`src/pcc_pkg.sv`:
```
// Purpose: Shared constants for the PLL clock select control block
// Assumes: AXI4-Lite slave with 8-bit byte addresses, 32-bit data
// Notes: Register byte address is four times the register index
package pcc_pkg;

    // ****************************************************************
    // Register map
    // ****************************************************************
    localparam logic [7:0] PCC_CTRL_IDX = 8'h1C;
    localparam logic [7:0] PCC_BW_IDX = 8'h1D;
    localparam logic [7:0] PCC_PROG_IDX = 8'h1E;
    localparam logic [7:0] PCC_CTRL_ADDR = {PCC_CTRL_IDX[5:0], 2'b00};
    localparam logic [7:0] PCC_BW_ADDR = {PCC_BW_IDX[5:0], 2'b00};
    localparam logic [7:0] PCC_PROG_ADDR = {PCC_PROG_IDX[5:0], 2'b00};

    // ****************************************************************
    // Field positions
    // ****************************************************************
    localparam int PCC_IE_BIT = 7;
    localparam int PCC_FLAG_BIT = 6;
    localparam int PCC_PON_BIT = 5;
    localparam int PCC_BCS_BIT = 4;
    localparam int PCC_AUTO_BIT = 7;
    localparam int PCC_LOCK_BIT = 6;
    localparam int PCC_ACQ_BIT = 5;
    localparam int PCC_XLD_BIT = 4;
    localparam int PCC_MUL_LSB = 4;
    localparam int PCC_VRS_LSB = 0;

    // ****************************************************************
    // Reset values and fixed codes
    // ****************************************************************
    localparam logic PCC_PON_RST = 1'b1;
    localparam logic [3:0] PCC_MUL_RST = 4'h6;
    localparam logic [3:0] PCC_VRS_RST = 4'h6;
    localparam logic [3:0] PCC_CTRL_UNIMPL = 4'hF;
    localparam logic [1:0] PCC_SWITCH_EDGES = 2'h3;
    localparam logic [1:0] PCC_RESP_OKAY = 2'h0;
    localparam logic [1:0] PCC_RESP_SLVERR = 2'h2;

    typedef enum logic [2:0] {
        PCC_SW_RUN = 3'b001,
        PCC_SW_DRAIN = 3'b010,
        PCC_SW_FILL = 3'b100
    } pcc_sw_state_e;

endpackage

```
`src/pcc_clk_if.sv`:
```
// Purpose: Carries source clock edges and selection to the switcher
// Assumes: All signals on sys_clk_i
// Notes: Edge strobes are one-cycle pulses
interface pcc_clk_if;
    logic xclk_rise;
    logic vclk_rise;
    logic select_vco;
    logic run;
    logic clk_out;
    logic busy;

    modport ctrl (output xclk_rise, output vclk_rise, output select_vco,
                  output run, input clk_out, input busy);
    modport sw (input xclk_rise, input vclk_rise, input select_vco,
                input run, output clk_out, output busy);
endinterface

```
`src/pcc_sync.sv`:
```
// Purpose: Two-flop synchroniser for asynchronous inputs
// Assumes: Inputs are levels from pins or other clocks
// Notes: Only the second stage is visible to other logic
module pcc_sync #(
    parameter int W = 1
) (
    input wire logic sys_clk_i,
    input wire logic nrst_i,
    input wire logic ce_i,
    input wire logic [W-1:0] async_i,
    output logic [W-1:0] sync_o
);
    logic [W-1:0] meta_q;
    logic [W-1:0] meta_d;
    logic [W-1:0] sync_q;
    logic [W-1:0] sync_d;

    always_comb begin
        meta_d = async_i;
        sync_d = meta_q;
    end

    always_ff @(posedge sys_clk_i) begin
        if (!nrst_i) begin
            meta_q <= '0;
            sync_q <= '0;
        end else if (ce_i) begin
            meta_q <= meta_d;
            sync_q <= sync_d;
        end
    end

    assign sync_o = sync_q;
endmodule

```
`src/pcc_switch.sv`:
```
// Purpose: Glitch-free source switch and divide-by-two of base clock
// Assumes: Source edges arrive as sampled strobes on sys_clk_i
// Notes: Output is frozen while a source change is completed
module pcc_switch
    import pcc_pkg::*;
(
    input wire logic sys_clk_i,
    input wire logic nrst_i,
    input wire logic ce_i,
    pcc_clk_if.sw cif
);
    pcc_sw_state_e state_q, state_d;
    logic cur_q, cur_d;
    logic out_q, out_d;
    logic [1:0] cnt_q, cnt_d;
    logic old_rise;
    logic new_rise;

    always_comb begin
        old_rise = cur_q ? cif.vclk_rise : cif.xclk_rise;
        new_rise = cif.select_vco ? cif.vclk_rise : cif.xclk_rise;
        state_d = state_q;
        cur_d = cur_q;
        out_d = out_q;
        cnt_d = cnt_q;
        case (state_q)
            PCC_SW_RUN: begin
                if (!cif.run) begin
                    out_d = 1'b0;
                    cur_d = cif.select_vco;
                end else if (cif.select_vco != cur_q) begin
                    state_d = PCC_SW_DRAIN;
                    cnt_d = 2'h0;
                end else if (old_rise) begin
                    out_d = ~out_q;
                end
            end
            PCC_SW_DRAIN: begin
                if (old_rise) begin
                    cnt_d = cnt_q + 2'h1;
                end
                if (old_rise && cnt_q + 2'h1 == PCC_SWITCH_EDGES) begin
                    state_d = PCC_SW_FILL;
                    cnt_d = 2'h0;
                end
            end
            PCC_SW_FILL: begin
                if (new_rise) begin
                    cnt_d = cnt_q + 2'h1;
                end
                if (new_rise && cnt_q + 2'h1 == PCC_SWITCH_EDGES) begin
                    state_d = PCC_SW_RUN;
                    cur_d = cif.select_vco;
                end
            end
            default: begin
                state_d = PCC_SW_RUN;
            end
        endcase
        if (!cif.run) begin
            state_d = PCC_SW_RUN;
            out_d = 1'b0;
            cur_d = cif.select_vco;
        end
    end

    always_ff @(posedge sys_clk_i) begin
        if (!nrst_i) begin
            state_q <= PCC_SW_RUN;
            cur_q <= 1'b0;
            out_q <= 1'b0;
            cnt_q <= 2'h0;
        end else if (ce_i) begin
            state_q <= state_d;
            cur_q <= cur_d;
            out_q <= out_d;
            cnt_q <= cnt_d;
        end
    end

    assign cif.clk_out = out_q;
    assign cif.busy = (state_q != PCC_SW_RUN);
endmodule

```
`src/pcc_ctrl.sv`:
```
// Purpose: Register file, interlocks and base clock select of a PLL
// Assumes: AXI4-Lite on sys_clk_i; analog status arrives asynchronously
// Notes: Source clocks are sampled, so each must stay below 50 MHz
//
// Design decision made here: the AXI4-Lite interface to the registers.
module pcc_ctrl
    import pcc_pkg::*;
(
    input wire logic sys_clk_i,
    input wire logic nrst_i,
    input wire logic ce_i,
    input wire logic [7:0] s_axi_awaddr,
    input wire logic s_axi_awvalid,
    output logic s_axi_awready,
    input wire logic [31:0] s_axi_wdata,
    input wire logic [3:0] s_axi_wstrb,
    input wire logic s_axi_wvalid,
    output logic s_axi_wready,
    output logic [1:0] s_axi_bresp,
    output logic s_axi_bvalid,
    input wire logic s_axi_bready,
    input wire logic [7:0] s_axi_araddr,
    input wire logic s_axi_arvalid,
    output logic s_axi_arready,
    output logic [31:0] s_axi_rdata,
    output logic [1:0] s_axi_rresp,
    output logic s_axi_rvalid,
    input wire logic s_axi_rready,
    input wire logic oscillator_enable_i,
    input wire logic crystal_clock_i,
    input wire logic vco_clock_i,
    input wire logic lock_detect_i,
    input wire logic tracking_detect_i,
    input wire logic crystal_lost_i,
    output logic base_clock_out_o,
    output logic clockgen_irq_o,
    output logic oscillator_run_o,
    output logic pll_enable_o,
    output logic [3:0] feedback_multiplier_o,
    output logic [3:0] vco_range_multiplier_o,
    output logic bandwidth_auto_o,
    output logic tracking_mode_select_o
);

    // ****************************************************************
    // Helpers
    // ****************************************************************
    function automatic logic addr_known(input logic [7:0] a);
        return (a == PCC_CTRL_ADDR) || (a == PCC_BW_ADDR) ||
               (a == PCC_PROG_ADDR);
    endfunction

    function automatic logic [3:0] eff_mul(input logic [3:0] m);
        return (m == 4'h0) ? 4'h1 : m;
    endfunction

    // ****************************************************************
    // Input synchronisers and edge strobes
    // ****************************************************************
    logic [4:0] pin_sync;
    logic xclk_s, vclk_s, lock_s, trk_s, lost_s;
    logic xclk_prev_q, xclk_prev_d;
    logic vclk_prev_q, vclk_prev_d;
    logic lock_prev_q, lock_prev_d;

    pcc_sync #(.W(5)) u_sync (
        .sys_clk_i(sys_clk_i),
        .nrst_i(nrst_i),
        .ce_i(ce_i),
        .async_i({crystal_clock_i, vco_clock_i, lock_detect_i,
                  tracking_detect_i, crystal_lost_i}),
        .sync_o(pin_sync)
    );

    assign {xclk_s, vclk_s, lock_s, trk_s, lost_s} = pin_sync;

    always_comb begin
        xclk_prev_d = xclk_s;
        vclk_prev_d = vclk_s;
        lock_prev_d = lock_s;
    end

    always_ff @(posedge sys_clk_i) begin
        if (!nrst_i) begin
            xclk_prev_q <= 1'b0;
            vclk_prev_q <= 1'b0;
            lock_prev_q <= 1'b0;
        end else if (ce_i) begin
            xclk_prev_q <= xclk_prev_d;
            vclk_prev_q <= vclk_prev_d;
            lock_prev_q <= lock_prev_d;
        end
    end

    // ****************************************************************
    // Register state
    // ****************************************************************
    logic ie_q, ie_d;
    logic flag_q, flag_d;
    logic pon_q, pon_d;
    logic bcs_q, bcs_d;
    logic auto_q, auto_d;
    logic acq_q, acq_d;
    logic xld_q, xld_d;
    logic [3:0] mul_q, mul_d;
    logic [3:0] vrs_q, vrs_d;
    logic do_wr;
    logic do_rd;
    logic [7:0] wr_addr;
    logic [7:0] wr_byte;
    logic wr_lane;
    logic lock_view;
    logic [7:0] ctrl_view;
    logic [7:0] bw_view;
    logic [7:0] prog_view;

    always_comb begin
        lock_view = auto_q & lock_s;
        ctrl_view = {ie_q & auto_q, flag_q & auto_q, pon_q, bcs_q,
                     PCC_CTRL_UNIMPL};
        bw_view = {auto_q, lock_view, auto_q ? trk_s : acq_q,
                   bcs_q & xld_q & lost_s, 4'h0};
        prog_view = {mul_q, vrs_q};
    end

    always_comb begin
        ie_d = ie_q;
        flag_d = flag_q;
        pon_d = pon_q;
        bcs_d = bcs_q;
        auto_d = auto_q;
        acq_d = acq_q;
        xld_d = xld_q;
        mul_d = mul_q;
        vrs_d = vrs_q;
        if (do_wr && wr_lane && wr_addr == PCC_CTRL_ADDR) begin
            if (auto_q) begin
                ie_d = wr_byte[PCC_IE_BIT];
            end
            if (wr_byte[PCC_BCS_BIT] != bcs_q) begin
                // Select changes: PLL bit left alone
                if (!wr_byte[PCC_BCS_BIT]) begin
                    bcs_d = 1'b0;
                end else if (pon_q && vrs_q != 4'h0) begin
                    bcs_d = 1'b1;
                end
            end else if (!bcs_q) begin
                pon_d = wr_byte[PCC_PON_BIT];
            end
        end
        if (do_wr && wr_lane && wr_addr == PCC_BW_ADDR) begin
            auto_d = wr_byte[PCC_AUTO_BIT];
            if (!auto_q) begin
                acq_d = wr_byte[PCC_ACQ_BIT];
            end
            xld_d = wr_byte[PCC_XLD_BIT];
        end
        if (do_wr && wr_lane && wr_addr == PCC_PROG_ADDR && !pon_q) begin
            mul_d = wr_byte[PCC_MUL_LSB +: 4];
            vrs_d = wr_byte[PCC_VRS_LSB +: 4];
        end
        if (!auto_d) begin
            ie_d = 1'b0;
        end
        if (do_rd && s_axi_araddr == PCC_CTRL_ADDR) begin
            flag_d = 1'b0;
        end
        if (auto_q && lock_s != lock_prev_q) begin
            flag_d = 1'b1;
        end
        if (!auto_q) begin
            flag_d = 1'b0;
        end
        if (!pon_d || vrs_d == 4'h0) begin
            bcs_d = 1'b0;
        end
        if (!oscillator_enable_i) begin
            bcs_d = 1'b0;
        end
    end

    always_ff @(posedge sys_clk_i) begin
        if (!nrst_i) begin
            ie_q <= 1'b0;
            flag_q <= 1'b0;
            pon_q <= PCC_PON_RST;
            bcs_q <= 1'b0;
            auto_q <= 1'b0;
            acq_q <= 1'b0;
            xld_q <= 1'b0;
            mul_q <= PCC_MUL_RST;
            vrs_q <= PCC_VRS_RST;
        end else if (ce_i) begin
            ie_q <= ie_d;
            flag_q <= flag_d;
            pon_q <= pon_d;
            bcs_q <= bcs_d;
            auto_q <= auto_d;
            acq_q <= acq_d;
            xld_q <= xld_d;
            mul_q <= mul_d;
            vrs_q <= vrs_d;
        end
    end

    // ****************************************************************
    // AXI4-Lite write channel
    // ****************************************************************
    logic aw_full_q, aw_full_d;
    logic w_full_q, w_full_d;
    logic [7:0] awaddr_q, awaddr_d;
    logic [7:0] wbyte_q, wbyte_d;
    logic wlane_q, wlane_d;
    logic awready_q, awready_d;
    logic wready_q, wready_d;
    logic bvalid_q, bvalid_d;
    logic [1:0] bresp_q, bresp_d;

    assign do_wr = aw_full_q & w_full_q & ~bvalid_q;
    assign wr_addr = awaddr_q;
    assign wr_byte = wbyte_q;
    assign wr_lane = wlane_q;

    always_comb begin
        aw_full_d = aw_full_q;
        w_full_d = w_full_q;
        awaddr_d = awaddr_q;
        wbyte_d = wbyte_q;
        wlane_d = wlane_q;
        bvalid_d = bvalid_q;
        bresp_d = bresp_q;
        if (s_axi_awvalid && awready_q) begin
            aw_full_d = 1'b1;
            awaddr_d = s_axi_awaddr;
        end
        if (s_axi_wvalid && wready_q) begin
            w_full_d = 1'b1;
            wbyte_d = s_axi_wdata[7:0];
            wlane_d = s_axi_wstrb[0];
        end
        if (do_wr) begin
            aw_full_d = 1'b0;
            w_full_d = 1'b0;
            bvalid_d = 1'b1;
            bresp_d = addr_known(awaddr_q) ? PCC_RESP_OKAY
                                           : PCC_RESP_SLVERR;
        end
        if (bvalid_q && s_axi_bready) begin
            bvalid_d = 1'b0;
        end
        awready_d = ~aw_full_d & ~bvalid_d;
        wready_d = ~w_full_d & ~bvalid_d;
    end

    always_ff @(posedge sys_clk_i) begin
        if (!nrst_i) begin
            aw_full_q <= 1'b0;
            w_full_q <= 1'b0;
            awaddr_q <= 8'h00;
            wbyte_q <= 8'h00;
            wlane_q <= 1'b0;
            awready_q <= 1'b0;
            wready_q <= 1'b0;
            bvalid_q <= 1'b0;
            bresp_q <= PCC_RESP_OKAY;
        end else if (ce_i) begin
            aw_full_q <= aw_full_d;
            w_full_q <= w_full_d;
            awaddr_q <= awaddr_d;
            wbyte_q <= wbyte_d;
            wlane_q <= wlane_d;
            awready_q <= awready_d;
            wready_q <= wready_d;
            bvalid_q <= bvalid_d;
            bresp_q <= bresp_d;
        end
    end

    // ****************************************************************
    // AXI4-Lite read channel
    // ****************************************************************
    logic arready_q, arready_d;
    logic rvalid_q, rvalid_d;
    logic [31:0] rdata_q, rdata_d;
    logic [1:0] rresp_q, rresp_d;

    assign do_rd = s_axi_arvalid & arready_q;

    always_comb begin
        rvalid_d = rvalid_q;
        rdata_d = rdata_q;
        rresp_d = rresp_q;
        if (do_rd) begin
            rvalid_d = 1'b1;
            rresp_d = PCC_RESP_OKAY;
            case (s_axi_araddr)
                PCC_CTRL_ADDR: rdata_d = {24'h000000, ctrl_view};
                PCC_BW_ADDR: rdata_d = {24'h000000, bw_view};
                PCC_PROG_ADDR: rdata_d = {24'h000000, prog_view};
                default: begin
                    rdata_d = 32'h00000000;
                    rresp_d = PCC_RESP_SLVERR;
                end
            endcase
        end else if (rvalid_q && s_axi_rready) begin
            rvalid_d = 1'b0;
        end
        arready_d = ~rvalid_d;
    end

    always_ff @(posedge sys_clk_i) begin
        if (!nrst_i) begin
            arready_q <= 1'b0;
            rvalid_q <= 1'b0;
            rdata_q <= 32'h00000000;
            rresp_q <= PCC_RESP_OKAY;
        end else if (ce_i) begin
            arready_q <= arready_d;
            rvalid_q <= rvalid_d;
            rdata_q <= rdata_d;
            rresp_q <= rresp_d;
        end
    end

    // ****************************************************************
    // Base clock switch
    // ****************************************************************
    pcc_clk_if cif ();

    assign cif.xclk_rise = xclk_s & ~xclk_prev_q;
    assign cif.vclk_rise = vclk_s & ~vclk_prev_q;
    assign cif.select_vco = bcs_q;
    assign cif.run = oscillator_enable_i;

    pcc_switch u_switch (
        .sys_clk_i(sys_clk_i),
        .nrst_i(nrst_i),
        .ce_i(ce_i),
        .cif(cif)
    );

    // ****************************************************************
    // Registered outputs
    // ****************************************************************
    logic irq_q, irq_d;
    logic osc_q, osc_d;
    logic pll_q, pll_d;
    logic [3:0] fbm_q, fbm_d;

    always_comb begin
        irq_d = flag_d & ie_d & auto_d;
        osc_d = oscillator_enable_i;
        pll_d = oscillator_enable_i & pon_d & (vrs_d != 4'h0);
        fbm_d = eff_mul(mul_d);
    end

    always_ff @(posedge sys_clk_i) begin
        if (!nrst_i) begin
            irq_q <= 1'b0;
            osc_q <= 1'b0;
            pll_q <= 1'b0;
            fbm_q <= PCC_MUL_RST;
        end else if (ce_i) begin
            irq_q <= irq_d;
            osc_q <= osc_d;
            pll_q <= pll_d;
            fbm_q <= fbm_d;
        end
    end

    assign s_axi_awready = awready_q;
    assign s_axi_wready = wready_q;
    assign s_axi_bvalid = bvalid_q;
    assign s_axi_bresp = bresp_q;
    assign s_axi_arready = arready_q;
    assign s_axi_rvalid = rvalid_q;
    assign s_axi_rdata = rdata_q;
    assign s_axi_rresp = rresp_q;
    assign base_clock_out_o = cif.clk_out;
    assign clockgen_irq_o = irq_q;
    assign oscillator_run_o = osc_q;
    assign pll_enable_o = pll_q;
    assign feedback_multiplier_o = fbm_q;
    assign vco_range_multiplier_o = vrs_q;
    assign bandwidth_auto_o = auto_q;
    assign tracking_mode_select_o = acq_q;
endmodule

```
`config.mk`:
```
export PLATFORM = sky130hd
export DESIGN_NAME = pcc_ctrl
export DESIGN_NICKNAME = d
export VERILOG_FILES = /design/src/pcc_pkg.sv /design/src/pcc_clk_if.sv /design/src/pcc_sync.sv /design/src/pcc_switch.sv /design/src/pcc_ctrl.sv
export SDC_FILE = /design/constraint.sdc
export NUM_CORES = 1
export LEC_CHECK = 0
export ABC_CLOCK_PERIOD_IN_PS = 2100
export BUFFER_PORTS_ARGS = -buffer_cell sky130_fd_sc_hd__buf_2
export CORE_MARGIN = 3
export CORE_UTILIZATION = 35
export CTS_CLUSTER_DIAMETER = 80
export DETAILED_ROUTE_END_ITERATION = 12
export PLACE_DENSITY = 0.64
export SLEW_MARGIN = 30
export SYNTH_ARGS = -nofsm -noshare
export SYNTH_HDL_FRONTEND = slang
export SYNTH_SLANG_ARGS = --single-unit
```
`constraint.sdc`:
```
create_clock -name sys_clk_i -period 2.1 [get_ports sys_clk_i]
set_input_delay 0.525 -clock sys_clk_i [delete_from_list [all_inputs] [get_ports sys_clk_i]]
set_output_delay 0.525 -clock sys_clk_i [all_outputs]
set_load 0.02 [all_outputs]
```
==> reports/qor.csv <==
metric,value,unit
yosys.area_share.simple,22.7,%
critPathTopFamily,simple AND/OR/NAND/NOR gates,
avgViaCountPerCell,4.90,
cts_tree,yes,
diodes,0,
hp-class,in2reg,
drt-total-wl,8560,um
crit_path_cell_trace,"or3b_1, or4_4, mux2i_1, o21ai_1, o32ai_2",
drc_errors,0,
min_path_cells,3,
syn_area,3570,um2
holdBufCountCts,0,
status,"finished, final reports clean",
synth_top_cell_area_share,42.6,%
dp_hpwl,6360,um
yosys_warnings,0,
clock_sinks,76,
syn_area_per_cell,8.25,um2
initial_core_util,36.2,%
rsz0062_at_grt,false,
crit_path_max_incr_delay,560,ps
fillCellCount,1014,
rr_worst_depth,5,
track_usage,15.0,%
grt_pass1_wl,13900,um
synth_xor_area_share,0.491,%
leakagePower,0.00177,uW
place_congestion,0.864,
die_h,107,um
synthTopCellsByCount,"dfxtp_1, nand2_1, a21oi_1",
hold_viol,0,
dieArea,11500,um2
synth_compound_area_share,14.6,%
finalMaxSlewViolations,0,
period_share,93.5,%
ctsHtreeMaxLevel,3,
synth_mux_area_share,9.95,%
synth.most_common_cell,dfxtp_1,
dp.cells,617,
die_x,107,um
synth_edf_count,0,
clock.fmax,509,MHz
multi_input_area,1820,um2
grt.overflow.total,0,
io_pins,121,
antenna_found_initial,0,
numPortBuffers,67,
seqCellArea,1520,um2
area_growth_syn_to_layout,15.8,%
cts-resized-gates,0,
worst-path-max-fanout,6,
ys_ff_latch,76,
first_global_vias,2880,
path_class,reg2reg,
drt_iter0_drc,191,
cts_setup_buffers,0,
setup_viol_count_final,0,
vias,3101,
critical_path_arrival,2220,ps
firstDrtPassIters,4,
crit_buf_inv,0,
vdd_ir_drop_max,0.275,mV
synthCells,433,
synth_top_family_by_area,simple AND/OR/NAND/NOR gates,
max_slew.worst_pin.slew,531,ps
rows,36,
reg2reg_slack,140,ps
cts_inserted_buffers,9,
maxCapViolCount,0,
ant_nets,0,
tns,0,ps
powerDensity,697,nW/um2
coreArea,9860,um2
fin_cells,633,
ys_async_sr_fraction,0,%
clk_pin_slew,80,ps
yosysTopAreaCell,dfxtp_1,
synth.distinct_cells,50,
synthAdderAreaFrac,0.350,%
grt_start_max_net_pins,36,
endpoint_kind,register,
cts_root_buffer,clkbuf_8,
slew_headroom,64.0,%
clkLatencyLatePin,350,ps
min_period,1960,ps
wl_per_cell,13.5,um
crit_required,2360,ps
synth.area.top_cells,"dfxtp_1, mux2i_1, nand2_1",
cp.depth,5,
finalClockSkew,9.08,ps
critical-path-slowest-cell,or4_4,
clockBufferDepth,2,
synth_top_flop_cell,dfxtp_1,
start_kind,register,
nets,562,
yosysSeqAreaShare,42.6,%
drive_gt1_share,20.6,%
## worst min-delay path, stage by stage
cell	delay [ps]
buf_2	70
mux2i_1	50
nor2_1	70
## flip-flops by register name, summed over array words and instances (netlist names), 2 cells and up
| register | cells |
|---|---|
| awaddr_q | 8 |
| feedback_multiplier_o | 4 |
| mul_q | 4 |
| s_axi_rdata | 8 |
| u_switch.cnt_q | 2 |
| u_switch.state_q | 3 |
| u_sync.meta_q | 5 |
| u_sync.sync_o | 5 |
| vco_range_multiplier_o | 4 |
| wbyte_q | 8 |
## routing by layer
metal  GRT usage, %  share of wire [%]  vias to the layer above  wire [um]
met5              0                  0                        -          0
met4           3.38               0.62                        0         53
met3           4.58                6.5                        6        554
met2           24.6                 46                       94       3970
met1           19.5                 46                     1430       3980
li1               -                  -                     1571          -
## where the power goes
group          total, uW  switching [uW]  internal [uW]
clock               1140             532            611
combinational        246             165           81.0
sequential          1490            23.4           1470
## cells in the final DEF (no fill, tap or decap), types with 3 or more instances in the layout
cell	n
clkbuf_8	11
a21oi_1	46
mux2_2	4
or3_1	4
buf_4	9
o211ai_1	6
a21o_1	3
a211oi_1	4
buf_2	67
nor2b_1	4
nor3_1	10
mux2i_1	31
o21ai_0	9
inv_1	7
nand4_1	3
and3_1	3
nand2_1	75
nand2b_1	5
nand3_1	11
nor2_1	43
nand4b_1	4
conb_1	26
dfxtp_1	76
## path summary, 6_finish.rpt
kind / start / to
worst min register to register: s_axi_rdata[3]$_SDFFE_PN0P_ / s_axi_rdata[3]$_SDFFE_PN0P_
worst max-delay path: awaddr_q[3]$_SDFFE_PN0P_ / bcs_q$_SDFFE_PN0P_
worst min-delay path: lock_detect_i / u_sync.meta_q[2]$_SDFFE_PN0P_
worst max register to register: awaddr_q[3]$_SDFFE_PN0P_ / bcs_q$_SDFFE_PN0P_
## per-stage QoR
stage               instance area (um2)  power, uW  setup slack (ps)  hold slack (ps)  utilization, %
floorplan                          3660       1720               164              431               -
global placement                   3930       1770               216              439            39.9
detailed placement                 3930       1770               149              444            39.9
CTS                                4140       2910               128              400            41.9
global route                       4140       3000              32.3              403            41.9
finish                             4140       2880               136              414            41.9
## final cells by class
type | instances | share of cell area, %
clock buffer | 12 | 3.75
timing repair buffer | 76 | 9.74
sequential | 76 | 36.8
tap | 133 | 4.02
multi-input combinational | 325 | 43.9
inverter | 7 | 0.635
clock inverter | 4 | 1.15
## logic make-up after synthesis
logic type / Yosys count
compound gates: 85
flops: 76
simple gates: 176
other cells: 1
xor+xnor: 2
fa+ha+maj: 1
mux: 35
buf+inv: 57
Note: power is estimated with default switching activity, not from simulation.
